[src/inc/swg_pkg.sv]
package swg_pkg;
	localparam logic [7:0] OP_SET_LATCH = 8'h06;
	localparam logic [7:0] OP_CLR_LATCH = 8'h04;
	localparam logic [7:0] OP_PROTECT = 8'h36;
	localparam logic [7:0] OP_UNPROTECT = 8'h39;
	localparam int SECTOR_COUNT = 32;
	localparam int SECTOR_LSB = 16;
	localparam int SECTOR_MSB = 20;
	localparam int ADDR_BYTES = 3;
	localparam logic [SECTOR_COUNT-1:0] GUARD_RESET = 32'hFFFFFFFF;
	localparam logic WRITE_PERMIT_RESET = 1'b0;
	localparam logic [1:0] SYNC_RESET = 2'h0;
endpackage

[src/inc/swg_link_if.sv]
`timescale 1ns/100ps
interface swg_link_if;
	logic sck_rise;
	logic frame_start;
	logic frame_end;
	logic sdi;
	modport front (output sck_rise, output frame_start, output frame_end, output sdi);
	modport core (input sck_rise, input frame_start, input frame_end, input sdi);
endinterface

[src/hw/swg_pin_front.sv]
`timescale 1ns/100ps
// synchronises the serial pins and flags clock rises and frame edges
module swg_pin_front (
	input wire logic clk_i,
	input wire logic sys_rst_i,
	input wire logic sck_i,
	input wire logic cs_n_i,
	input wire logic sdi_i,
	swg_link_if.front link
);
	logic [1:0] sck_s_r, sck_s_nxt;
	logic [1:0] cs_s_r, cs_s_nxt;
	logic [1:0] sdi_s_r, sdi_s_nxt;
	logic sck_d_r, sck_d_nxt;
	logic cs_d_r, cs_d_nxt;

	always_comb begin
		sck_s_nxt = {sck_s_r[0], sck_i};
		cs_s_nxt = {cs_s_r[0], cs_n_i};
		sdi_s_nxt = {sdi_s_r[0], sdi_i};
		sck_d_nxt = sck_s_r[1];
		cs_d_nxt = cs_s_r[1];
	end

	always_ff @(posedge clk_i) begin
		if (sys_rst_i) begin
			sck_s_r <= swg_pkg::SYNC_RESET;
			cs_s_r <= 2'h3;
			sdi_s_r <= swg_pkg::SYNC_RESET;
			sck_d_r <= 1'b0;
			cs_d_r <= 1'b1;
		end else begin
			sck_s_r <= sck_s_nxt;
			cs_s_r <= cs_s_nxt;
			sdi_s_r <= sdi_s_nxt;
			sck_d_r <= sck_d_nxt;
			cs_d_r <= cs_d_nxt;
		end
	end

	// rises counted only inside a frame
	assign link.sck_rise = sck_s_r[1] & ~sck_d_r & ~cs_s_r[1];
	assign link.frame_start = cs_d_r & ~cs_s_r[1];
	assign link.frame_end = ~cs_d_r & cs_s_r[1];
	assign link.sdi = sdi_s_r[1];
endmodule

[src/hw/swg_guard.sv]
`timescale 1ns/100ps
// Behaviour
// - a complete set-latch opcode closed by chip-select release sets the write permit latch.
// - protect and unprotect run only when the write permit latch was already set, else they are discarded.
// - bytes after a set-latch or clear-latch opcode are ignored.
// - a frame ending before the opcode is whole, or a set-latch or clear-latch frame off a byte boundary, leaves the latch unchanged.
// - a complete clear-latch opcode closed by chip-select release clears the latch.
// - one guard bit per 64KB sector, all set at power-up.
// - program and erase of a sector are allowed only while its guard bit is zero.
// - protect with three address bytes sets the addressed guard bit at release, extra bytes ignored.
// - a finished protect or unprotect clears the latch.
// - a short or misaligned protect frame leaves the guard bit and clears the latch.
// - unprotect with three address bytes clears the addressed guard bit at release, extra bytes ignored.
// - a short or misaligned unprotect frame leaves the guard bit and clears the latch.
// - with the lock set a protect is ignored, the latch cleared and the block goes idle.
// - with the lock set an unprotect is ignored, the latch cleared and the block goes idle.
// - while a program or erase is suspended protect and unprotect opcodes change nothing.
module swg_guard (
	input wire logic clk_i,
	input wire logic sys_rst_i,
	input wire logic sck_i,
	input wire logic cs_n_i,
	input wire logic sdi_i,
	input wire logic guard_regs_lock_i,
	input wire logic suspended_i,
	input wire logic [4:0] query_sector_i,
	output logic write_permit_latch_o,
	output logic [swg_pkg::SECTOR_COUNT-1:0] sector_guard_bits_o,
	output logic query_allowed_o
);
	typedef enum logic [1:0] {
		SWG_IDLE = 2'b00,
		SWG_OPCODE = 2'b01,
		SWG_ADDR = 2'b10,
		SWG_DRAIN = 2'b11
	} swg_state_t;

	swg_link_if link ();

	swg_pin_front u_front (
		.clk_i(clk_i),
		.sys_rst_i(sys_rst_i),
		.sck_i(sck_i),
		.cs_n_i(cs_n_i),
		.sdi_i(sdi_i),
		.link(link)
	);

	swg_state_t state_r, state_nxt;
	logic [2:0] bit_cnt_r, bit_cnt_nxt;
	logic [1:0] byte_cnt_r, byte_cnt_nxt;
	logic [7:0] shift_r, shift_nxt;
	logic [7:0] opcode_r, opcode_nxt;
	logic [4:0] sector_r, sector_nxt;
	logic addr_done_r, addr_done_nxt;
	logic latch_r, latch_nxt;
	logic [swg_pkg::SECTOR_COUNT-1:0] guard_r, guard_nxt;
	logic allowed_r, allowed_nxt;
	logic [7:0] byte_in;
	logic is_guard_op;
	logic bit_taken;
	logic byte_done;
	logic opcode_whole;
	logic on_boundary;
	logic frame_done;
	logic latch_set_go;
	logic latch_clr_go;
	logic guard_taken;
	logic guard_write_go;
	logic guard_value;

	assign byte_in = {shift_r[6:0], link.sdi};
	assign is_guard_op = (opcode_r == swg_pkg::OP_PROTECT) || (opcode_r == swg_pkg::OP_UNPROTECT);
	assign bit_taken = link.sck_rise && (state_r != SWG_IDLE);
	assign byte_done = bit_taken && (bit_cnt_r == 3'h7);
	// a frame only counts once its opcode byte is whole
	assign opcode_whole = (state_r == SWG_ADDR) || (state_r == SWG_DRAIN);
	assign on_boundary = (bit_cnt_r == 3'h0);
	assign frame_done = link.frame_end && opcode_whole;
	assign latch_set_go = frame_done && on_boundary && (opcode_r == swg_pkg::OP_SET_LATCH);
	assign latch_clr_go = frame_done && on_boundary && (opcode_r == swg_pkg::OP_CLR_LATCH);
	// a guard opcode without the latch, or while suspended, leaves everything as it was
	assign guard_taken = frame_done && is_guard_op && !suspended_i && latch_r;
	// lock, a short address or a cut byte abort the update but the latch is still cleared
	assign guard_write_go = guard_taken && !guard_regs_lock_i && addr_done_r && on_boundary;
	assign guard_value = (opcode_r == swg_pkg::OP_PROTECT);

	// frame tracking: state, bit and byte counts
	always_comb begin
		state_nxt = state_r;
		bit_cnt_nxt = bit_cnt_r;
		byte_cnt_nxt = byte_cnt_r;
		addr_done_nxt = addr_done_r;
		if (link.frame_start) begin
			state_nxt = SWG_OPCODE;
			bit_cnt_nxt = 3'h0;
			byte_cnt_nxt = 2'h0;
			addr_done_nxt = 1'b0;
		end else if (link.frame_end) begin
			state_nxt = SWG_IDLE;
		end else if (bit_taken) begin
			bit_cnt_nxt = bit_cnt_r + 3'h1;
			if (bit_cnt_r == 3'h7) begin
				unique case (state_r)
					SWG_OPCODE: begin
						if (byte_in == swg_pkg::OP_PROTECT || byte_in == swg_pkg::OP_UNPROTECT) begin
							state_nxt = SWG_ADDR;
						end else begin
							state_nxt = SWG_DRAIN;
						end
					end
					SWG_ADDR: begin
						byte_cnt_nxt = byte_cnt_r + 2'h1;
						if (byte_cnt_r == 2'(swg_pkg::ADDR_BYTES - 1)) begin
							addr_done_nxt = 1'b1;
							state_nxt = SWG_DRAIN;
						end
					end
					SWG_IDLE, SWG_DRAIN: begin
					end
				endcase
			end
		end
	end

	always_ff @(posedge clk_i) begin
		if (sys_rst_i) begin
			state_r <= SWG_IDLE;
			bit_cnt_r <= 3'h0;
			byte_cnt_r <= 2'h0;
			addr_done_r <= 1'b0;
		end else begin
			state_r <= state_nxt;
			bit_cnt_r <= bit_cnt_nxt;
			byte_cnt_r <= byte_cnt_nxt;
			addr_done_r <= addr_done_nxt;
		end
	end

	// byte capture: shifts bits in, keeps the opcode and the sector of the first address byte
	always_comb begin
		shift_nxt = shift_r;
		opcode_nxt = opcode_r;
		sector_nxt = sector_r;
		if (link.frame_start) begin
			opcode_nxt = 8'h00;
		end else if (bit_taken) begin
			shift_nxt = byte_in;
			if (byte_done && state_r == SWG_OPCODE) begin
				opcode_nxt = byte_in;
			end
			if (byte_done && state_r == SWG_ADDR && byte_cnt_r == 2'h0) begin
				sector_nxt = byte_in[swg_pkg::SECTOR_MSB-16:swg_pkg::SECTOR_LSB-16];
			end
		end
	end

	always_ff @(posedge clk_i) begin
		if (sys_rst_i) begin
			shift_r <= 8'h00;
			opcode_r <= 8'h00;
			sector_r <= 5'h00;
		end else begin
			shift_r <= shift_nxt;
			opcode_r <= opcode_nxt;
			sector_r <= sector_nxt;
		end
	end

	// write permit latch
	always_comb begin
		latch_nxt = latch_r;
		if (latch_set_go) begin
			latch_nxt = 1'b1;
		end else if (latch_clr_go || guard_taken) begin
			latch_nxt = 1'b0;
		end
	end

	always_ff @(posedge clk_i) begin
		if (sys_rst_i) begin
			latch_r <= swg_pkg::WRITE_PERMIT_RESET;
		end else begin
			latch_r <= latch_nxt;
		end
	end

	// one guard bit per sector, written only by a complete unlocked guard frame
	generate
		for (genvar g = 0; g < swg_pkg::SECTOR_COUNT; g++) begin : g_guard
			always_comb begin
				guard_nxt[g] = guard_r[g];
				if (guard_write_go && (sector_r == 5'(g))) begin
					guard_nxt[g] = guard_value;
				end
			end

			always_ff @(posedge clk_i) begin
				if (sys_rst_i) begin
					guard_r[g] <= swg_pkg::GUARD_RESET[g];
				end else begin
					guard_r[g] <= guard_nxt[g];
				end
			end
		end
	endgenerate

	// permission follows the guard bit that the queried sector is about to hold
	always_comb begin
		allowed_nxt = ~guard_nxt[query_sector_i];
	end

	always_ff @(posedge clk_i) begin
		if (sys_rst_i) begin
			allowed_r <= 1'b0;
		end else begin
			allowed_r <= allowed_nxt;
		end
	end

	// outputs come straight from their registers
	assign write_permit_latch_o = latch_r;
	assign sector_guard_bits_o = guard_r;
	assign query_allowed_o = allowed_r;
endmodule

[config.mk]
export PLATFORM = sky130hd
export DESIGN_NAME = swg_guard
export DESIGN_NICKNAME = d
export VERILOG_FILES = /design/src/inc/swg_pkg.sv /design/src/inc/swg_link_if.sv /design/src/hw/swg_pin_front.sv /design/src/hw/swg_guard.sv
export SDC_FILE = /design/constraint.sdc
export NUM_CORES = 1
export LEC_CHECK = 0
export BUFFER_PORTS_ARGS = -buffer_cell sky130_fd_sc_hd__buf_2
export CAP_MARGIN = 40
export CELL_PAD_IN_SITES_DETAIL_PLACEMENT = 0
export CELL_PAD_IN_SITES_GLOBAL_PLACEMENT = 1
export CORE_MARGIN = 3
export CORE_UTILIZATION = 44
export CTS_BUF_LIST = sky130_fd_sc_hd__clkbuf_16
export CTS_CLUSTER_SIZE = 30
export DETAILED_ROUTE_END_ITERATION = 8
export GPL_ROUTABILITY_DRIVEN = 0
export GPL_TIMING_DRIVEN = 0
export PLACE_DENSITY = 0.81
export RECOVER_POWER = 50
export SETUP_SLACK_MARGIN = 0.15
export SYNTH_ARGS = -nofsm -noshare
export SYNTH_HDL_FRONTEND = slang
export SYNTH_SLANG_ARGS = --single-unit
[constraint.sdc]
create_clock -name clk_i -period 2.9 [get_ports clk_i]
set_clock_uncertainty 0.05 [all_clocks]
set_input_delay 0.145 -clock clk_i [delete_from_list [all_inputs] [get_ports clk_i]]
set_output_delay 0.145 -clock clk_i [all_outputs]
set_load 0.03 [all_outputs]
-- Word-level counts from Yosys, hierarchy flattened
Cells that the tools add are included.
- register bits after elaboration: 70
- output and inout bits: 34
- equality and inequality tests: 44
- magnitude comparators: 1
- muxes and demuxes: 43
- bitwise logic cells: 10
- reductions and logical operators: 72
- $add $sub $neg: 2
- operators with widths (operator ; number):
    5-bit equality test, second input constant ; 16
    1-bit logical AND ; 47
    5-bit by 4-bit equality test with 1-bit output, second input constant ; 8
    1-bit 2-to-1 mux ; 40
    8-bit by 6-bit equality test with 1-bit output, second input constant ; 4
    5-bit by 3-bit equality test with 1-bit output, second input constant ; 4
    8-bit by 3-bit equality test with 1-bit output, second input constant ; 2
    4-bit AND reduction ; 3
    5-bit by 2-bit equality test with 1-bit output, second input constant ; 2
    2-bit equality test, second input constant ; 3
    5-bit by 6-bit less-than comparator with 1-bit output, second input constant ; 1
    1-bit NOT ; 6
    2-bit AND reduction ; 3
    2-bit nonzero test ; 3
    3-bit nonzero test ; 2
    1-bit binary-select mux with 5-bit select ; 1
    5-bit by 1-bit equality test with 1-bit output, second input constant ; 1
    5-bit logical NOT ; 1
    5-bit AND reduction ; 1
    1-bit AND ; 4
    1-bit logical OR ; 4
    4-bit inequality test, second input constant ; 1
    2-bit one-hot mux with 2 select lines ; 1
    4-bit nonzero test ; 1
    12 further kinds ; 13

-- Depth between registers and ports, before layout
- word-level depth: 14
- mapped depth: 10

-- Modules after synthesis
A second synthesis with hierarchy kept.
- cell total of the unflattened synthesis: 400
- area, all modules: 3434.5 µm²
- modules (own cells, without submodules) (module ; cells each ; area each (µm²) ; times used):
    swg_guard ; 381 ; 3204.3 ; 1
    swg_pin_front ; 19 ; 230.2 ; 1

-- Worst setup path before layout
No wires, ideal clock.
- kind: reg2reg
- from: reg state_r[0]
- to: reg allowed_r, in the netlist query_allowed_o
- path slack: 0.537 ns
- stages on the path, launching flop included: 11
- arrival time: 2.183 ns
- clock period less this slack: 2.363 ns
- cells stage by stage: dfxtp_1 > inv_1 > ha_1 > o21ai_2 > nor3_2 > buf_4 > nand3_1 > mux2i_1 > mux4_2 > a22oi_1 > a32oi_1
- longest elaborated chain between the ends: 14
- elaborated cells between the ends (all ways): 77
- those cells by class: 2 x eq/ne; 34 x mux; 1 x bitwise; 40 x reduce/logical
- RTL lines (item ; line ; source):
    from (decl) ; swg_guard.sv:49 ; swg_state_t state_r, state_nxt;
    from (signal assigned) ; swg_guard.sv:133 ; state_r <= state_nxt;
    2-bit equality test ; swg_guard.sv:77 ; assign opcode_whole = (state_r == SWG_ADDR) || (state_r == SWG_DRAIN);
    1-bit logical OR * ; swg_guard.sv:77 ;
    1-bit logical AND * ; swg_guard.sv:79 ; assign frame_done = link.frame_end && opcode_whole;
    1-bit logical AND * (3 in a row) ; swg_guard.sv:83 ; assign guard_taken = frame_done && is_guard_op && !suspended_i && latch_r;
    1-bit logical AND * (3 in a row) ; swg_guard.sv:85 ; assign guard_write_go = guard_taken && !guard_regs_lock_i && addr_done_r && on_boundary;
    1-bit logical AND ; swg_guard.sv:193 ; if (guard_write_go && (sector_r == 5'(g))) begin
    1-bit 2-to-1 mux ; swg_guard.sv:193 ;
    1-bit binary-select mux with 5-bit select * ; swg_guard.sv:210 ; allowed_nxt = ~guard_nxt[query_sector_i];
    1-bit 2-to-1 mux (implied by the code) * ; swg_guard.sv:210 ;
    1-bit NOT * ; swg_guard.sv:210 ;
    to (signal assigned) ; swg_guard.sv:217 ; allowed_r <= allowed_nxt;
    to (decl) ; swg_guard.sv:58 ; logic allowed_r, allowed_nxt;
Every way passes the cells marked *; elsewhere a longest branch is shown, timed or not. The select of a mux whose other input is x is not followed.
A chain may end at the register's enable or synchronous reset.

-- Worst setup path after layout
- from: reg sector_r[4]
- to: reg allowed_r, in the netlist query_allowed_o
- longest elaborated chain between the ends: 6
- elaborated cells between the ends (all ways): 99
- those cells by class: 31 x eq/ne; 34 x mux; 1 x bitwise; 33 x reduce/logical
- RTL lines (item ; line ; source):
    from (decl) ; swg_guard.sv:54 ; logic [4:0] sector_r, sector_nxt;
    from (signal assigned) ; swg_guard.sv:166 ; sector_r <= sector_nxt;
    5-bit by 1-bit equality test with 1-bit output (tied with other cells) ; swg_guard.sv:193 ;
    1-bit logical AND ; swg_guard.sv:193 ;
    1-bit 2-to-1 mux ; swg_guard.sv:193 ;
    1-bit binary-select mux with 5-bit select * ; swg_guard.sv:210 ;
    1-bit 2-to-1 mux (implied by the code) * ; swg_guard.sv:210 ;
    1-bit NOT * ; swg_guard.sv:210 ;
Marked as above.

==> results.py <==
metrics = {
    "outcome": {
        "outcome": "complete, no violations",
    },
    "worst_setup_path": {
        "critPathMostFrequentCell": "buf_2",
        "slowest_stage": "nor4_1",
        "cp_data_arrival_time_ns": 2.87,
        "r2r_start": "sector_r[4]",
        "critPathRequiredTime_ns": 3.10,
        "ff2ff_path_depth": 9,
        "timing.setup.critical_path_class": "flip-flop to flip-flop",
        "worstSetupStartpoint": "sector_r[4]",
        "cpPeakStageDelay_ns": 0.63,
        "worst-r2r-setup-slack_ns": 0.23,
        "crit_path_end": "query_allowed_o",
        "path_max_fanout": 10,
        "worstSetupEndpointType": "flip-flop",
        "rr_endpoint": "query_allowed_o",
        "cp_cell_sequence": "buf_2 > buf_2 > nand3b_1 > nor4_1 > nand3_1 > mux2i_1 > o22a_1 > a41oi_1 > a32oi_1",
        "start_kind": "flip-flop",
    },
    "sta": {
        "setup_viol": 0,
        "slew_violations": 0,
        "hold_viol": 0,
        "min_period_ns": 2.67,
        "rsz0062_at_grt": "yes",
        "worst_hold_slack_ns": 0.0768,
        "fmax_mhz": 374,
        "tns_ns": 0,
        "tightest_slew_ns": 0.786,
        "slew_headroom": 0.471,
        "finalWorstSetupSlack_ns": 0.225,
        "fin_crit_sh": 0.922,
    },
    "placed_design": {
        "post-place-ws_ns": 0.0117,
        "io_buffer_count": 43,
        "hpwlAfterDp_mm": 7.94,
        "dpl.cell_count": 572,
    },
    "clocking": {
        "post-cts-setup-buffers": 0,
        "path_clk_slew_ns": 0.05,
        "cts.sinks": 70,
        "ctsHtreeMaxLevel": 3,
        "cts_tree": "built",
        "numCtsBuffers": 9,
        "clockBufferDepth": 2,
        "clockRootBuffer": "clkbuf_16",
        "insertion_delay_ns": 0.33,
    },
    "layout": {
        "final_cell_mix": "dfxtp_1 (70), clkbuf_1 (52), nand3_1 (40)",
        "finalNonFillerCells": 590,
        "layout_commonest_cell": "dfxtp_1",
        "drive_gt1_frac": 0.111,
        "syn_to_final_growth_pct": 17.2,
        "antennaDiodeCount": 0,
        "nNetsFinal": 507,
        "final_core_util": 0.548,
    },
    "power_and_ir_drop": {
        "clockPowerShare": 0.496,
        "p_comb_frac": 0.043,
        "seqPwrFrac": 0.461,
        "ir_drop_v": 0.000325,
        "swShare": 0.217,
        "p_leak_nw": 1.56,
        "internal_power_mw": 1.65,
        "power.switching_mw": 0.458,
        "power_density_nw_per_um2": 483,
    },
    "global_routing": {
        "grt_pass1_wl_mm": 17.3,
        "grt_max_degree": 12,
        "track_usage": 0.226,
        "grt_pass1_vias": 3289,
        "antenna_found_initial": 0,
        "grt_overflow": 0,
    },
    "synthesis": {
        "ys.warnings.count": 0,
        "ys_seq_elements": 70,
        "yosysUniqueCellTypes": 65,
        "synth-main-ff-cell": "dfxtp_1",
        "syn_area_per_cell_sq_um": 8.73,
        "seq_area_frac_synth": 0.376,
        "synth_nets": 450,
        "synthCells": 427,
        "syn_area_sq_um": 3730,
        "synth-edff-count": 0,
        "async_reset_ff_frac": 0,
    },
    "route": {
        "drt-pass1-iter-count": 5,
        "ant_nets": 0,
        "viasPerCell": 6.05,
        "drt-total-wl_mm": 10.8,
        "drt_iter0_drc": 339,
        "wl_per_cell_microns": 18.4,
        "drc": 0,
        "vias": 3571,
    },
    "floorplanning": {
        "boundaryPins": 46,
        "initial_core_util": 0.468,
        "core-area_sq_um": 7970,
        "die_area_sq_um": 9610,
        "dieHeight_microns": 98.1,
        "die_x_microns": 98.1,
        "floorplan.rows": 32,
    },
    "min_path": {
        "holdCritPathClass": "input pin to flip-flop",
    },
    "run": {
        "drv_cap": 0,
    },
}
worst min path at each step:
stage / cells after the start / endpoint / startpoint
2_1_floorplan: 1 / u_front.cs_s_r[0] / cs_n_i
3_3_place_gp: 2 / u_front.cs_s_r[0] / cs_n_i
3_5_place_dp: 2 / u_front.cs_s_r[0] / cs_n_i
4_1_cts: 3 / query_allowed_o / query_sector_i[4]
5_1_grt: 3 / query_allowed_o / query_sector_i[4]
6_report: 3 / query_allowed_o / query_sector_i[4]
per-layer routing:
layer	track usage	wire length [microns]	vias to the layer above
met4	0.0586	184	0
li1	-	-	1701
met3	0.0593	849	21
met2	0.338	4810	173
met1	0.322	4990	1676
met5	0	0	-
synth_stat cells (2+ instances only):
| cell type | count | area share |
|---|---|---|
| xnor2_1 | 3 | 0.0070 |
| or3b_1 | 2 | 0.0047 |
| o211ai_1 | 2 | 0.0040 |
| nor3_1 | 13 | 0.017 |
| a311o_1 | 2 | 0.0054 |
| nor3_2 | 2 | 0.0054 |
| nor2_1 | 29 | 0.029 |
| o311ai_0 | 5 | 0.012 |
| o31a_1 | 3 | 0.0070 |
| nand4_1 | 15 | 0.025 |
| clkbuf_1 | 19 | 0.019 |
| a31oi_1 | 4 | 0.0067 |
| nor2_2 | 2 | 0.0034 |
| inv_1 | 14 | 0.014 |
| a21oi_1 | 14 | 0.019 |
| a211o_1 | 3 | 0.0070 |
| and3_1 | 2 | 0.0034 |
| or4bb_1 | 2 | 0.0060 |
| and4bb_1 | 2 | 0.0067 |
| o311a_1 | 2 | 0.0054 |
| mux4_2 | 2 | 0.012 |
| nor4_1 | 6 | 0.010 |
| a21o_1 | 3 | 0.0060 |
| ha_1 | 11 | 0.037 |
| a41o_1 | 3 | 0.0081 |
| mux2i_1 | 29 | 0.078 |
| and2_1 | 4 | 0.0067 |
| and4_1 | 2 | 0.0047 |
| buf_4 | 2 | 0.0040 |
| nand3b_1 | 4 | 0.0081 |
| a311oi_1 | 2 | 0.0047 |
| nand3_1 | 41 | 0.055 |
| nor4_2 | 2 | 0.0067 |
| o21a_1 | 2 | 0.0040 |
| nand2_1 | 39 | 0.039 |
| or2_2 | 3 | 0.0050 |
| nand2b_1 | 6 | 0.010 |
| a31o_2 | 2 | 0.0047 |
| o41ai_1 | 5 | 0.012 |
| dfxtp_1 | 70 | 0.38 |
| buf_2 | 8 | 0.011 |
| a41oi_1 | 2 | 0.0047 |
| and3b_1 | 2 | 0.0047 |
| nor2b_1 | 11 | 0.018 |
| o31ai_1 | 6 | 0.012 |
layout make-up:
| cell class | count | area (sq um) |
|---|---|---|
| timing repair buffer | 46 | 201 |
| buffer | 29 | 129 |
| multi-input combinational | 313 | 2170 |
| clock buffer | 9 | 225 |
| clock inverter | 6 | 53.8 |
| fill | 795 | 3600 |
| sequential | 70 | 1400 |
| tap | 102 | 128 |
| inverter | 15 | 56.3 |
flip-flops by register name, indices dropped and copies added, names as in the netlist, 2 cells and up:
register and count:
byte_cnt_r 2, bit_cnt_r 3, shift_r 7, opcode_r 8, u_front.sdi_s_r 2, sector_guard_bits_o 32
u_front.cs_s_r 2, sector_r 5, state_r 2, u_front.sck_s_r 2
power groups by stage:
| stage | combinational (mW) | sequential (mW) | clock [mW] |
|---|---|---|---|
| after floorplan | 0.0526 | 0.994 | 0 |
| after global placement | 0.0847 | 0.993 | 0 |
| after detailed placement | 0.0850 | 0.993 | 0 |
| after CTS | 0.0889 | 0.972 | 1.07 |
| after global routing | 0.0981 | 0.972 | 1.11 |
| final | 0.0905 | 0.972 | 1.05 |
critical path: cells and delay by family, from the launching register on:
family                 cells  cell delay, ns
AOI/OAI and AO/OA          3            0.45
buffers and inverters      2            0.52
DFF                        1            0.38
muxes                      1            0.23
and+or+nand+nor            3            0.97
through the flow:
step                cell area (sq um)  power (mW)
floorplan                        3730        1.05
global placement                 4070        1.08
detailed placement               4070        1.08
CTS                              4390        2.13
global route                     4370        2.18
finish                           4370        2.11
what timing repair did:
| item | in CTS | in global routing |
|---|---|---|
| pin swaps | 0 | 0 |
| gates resized for setup | 3 | 7 |
| hold buffers | 3 | 0 |
| hold endpoints to repair | 3 | 0 |
| setup endpoints to repair | 1 | 9 |
cell families after synthesis:
family,count (synthesis),share of synthesized area
flops,70,0.376
compound gates,72,0.152
mux,32,0.0930
buf+inv,44,0.0490
simple gates,195,0.287
fa+ha+maj,11,0.0369
xor+xnor,3,0.00705
Power figures use the tool's default switching activity.
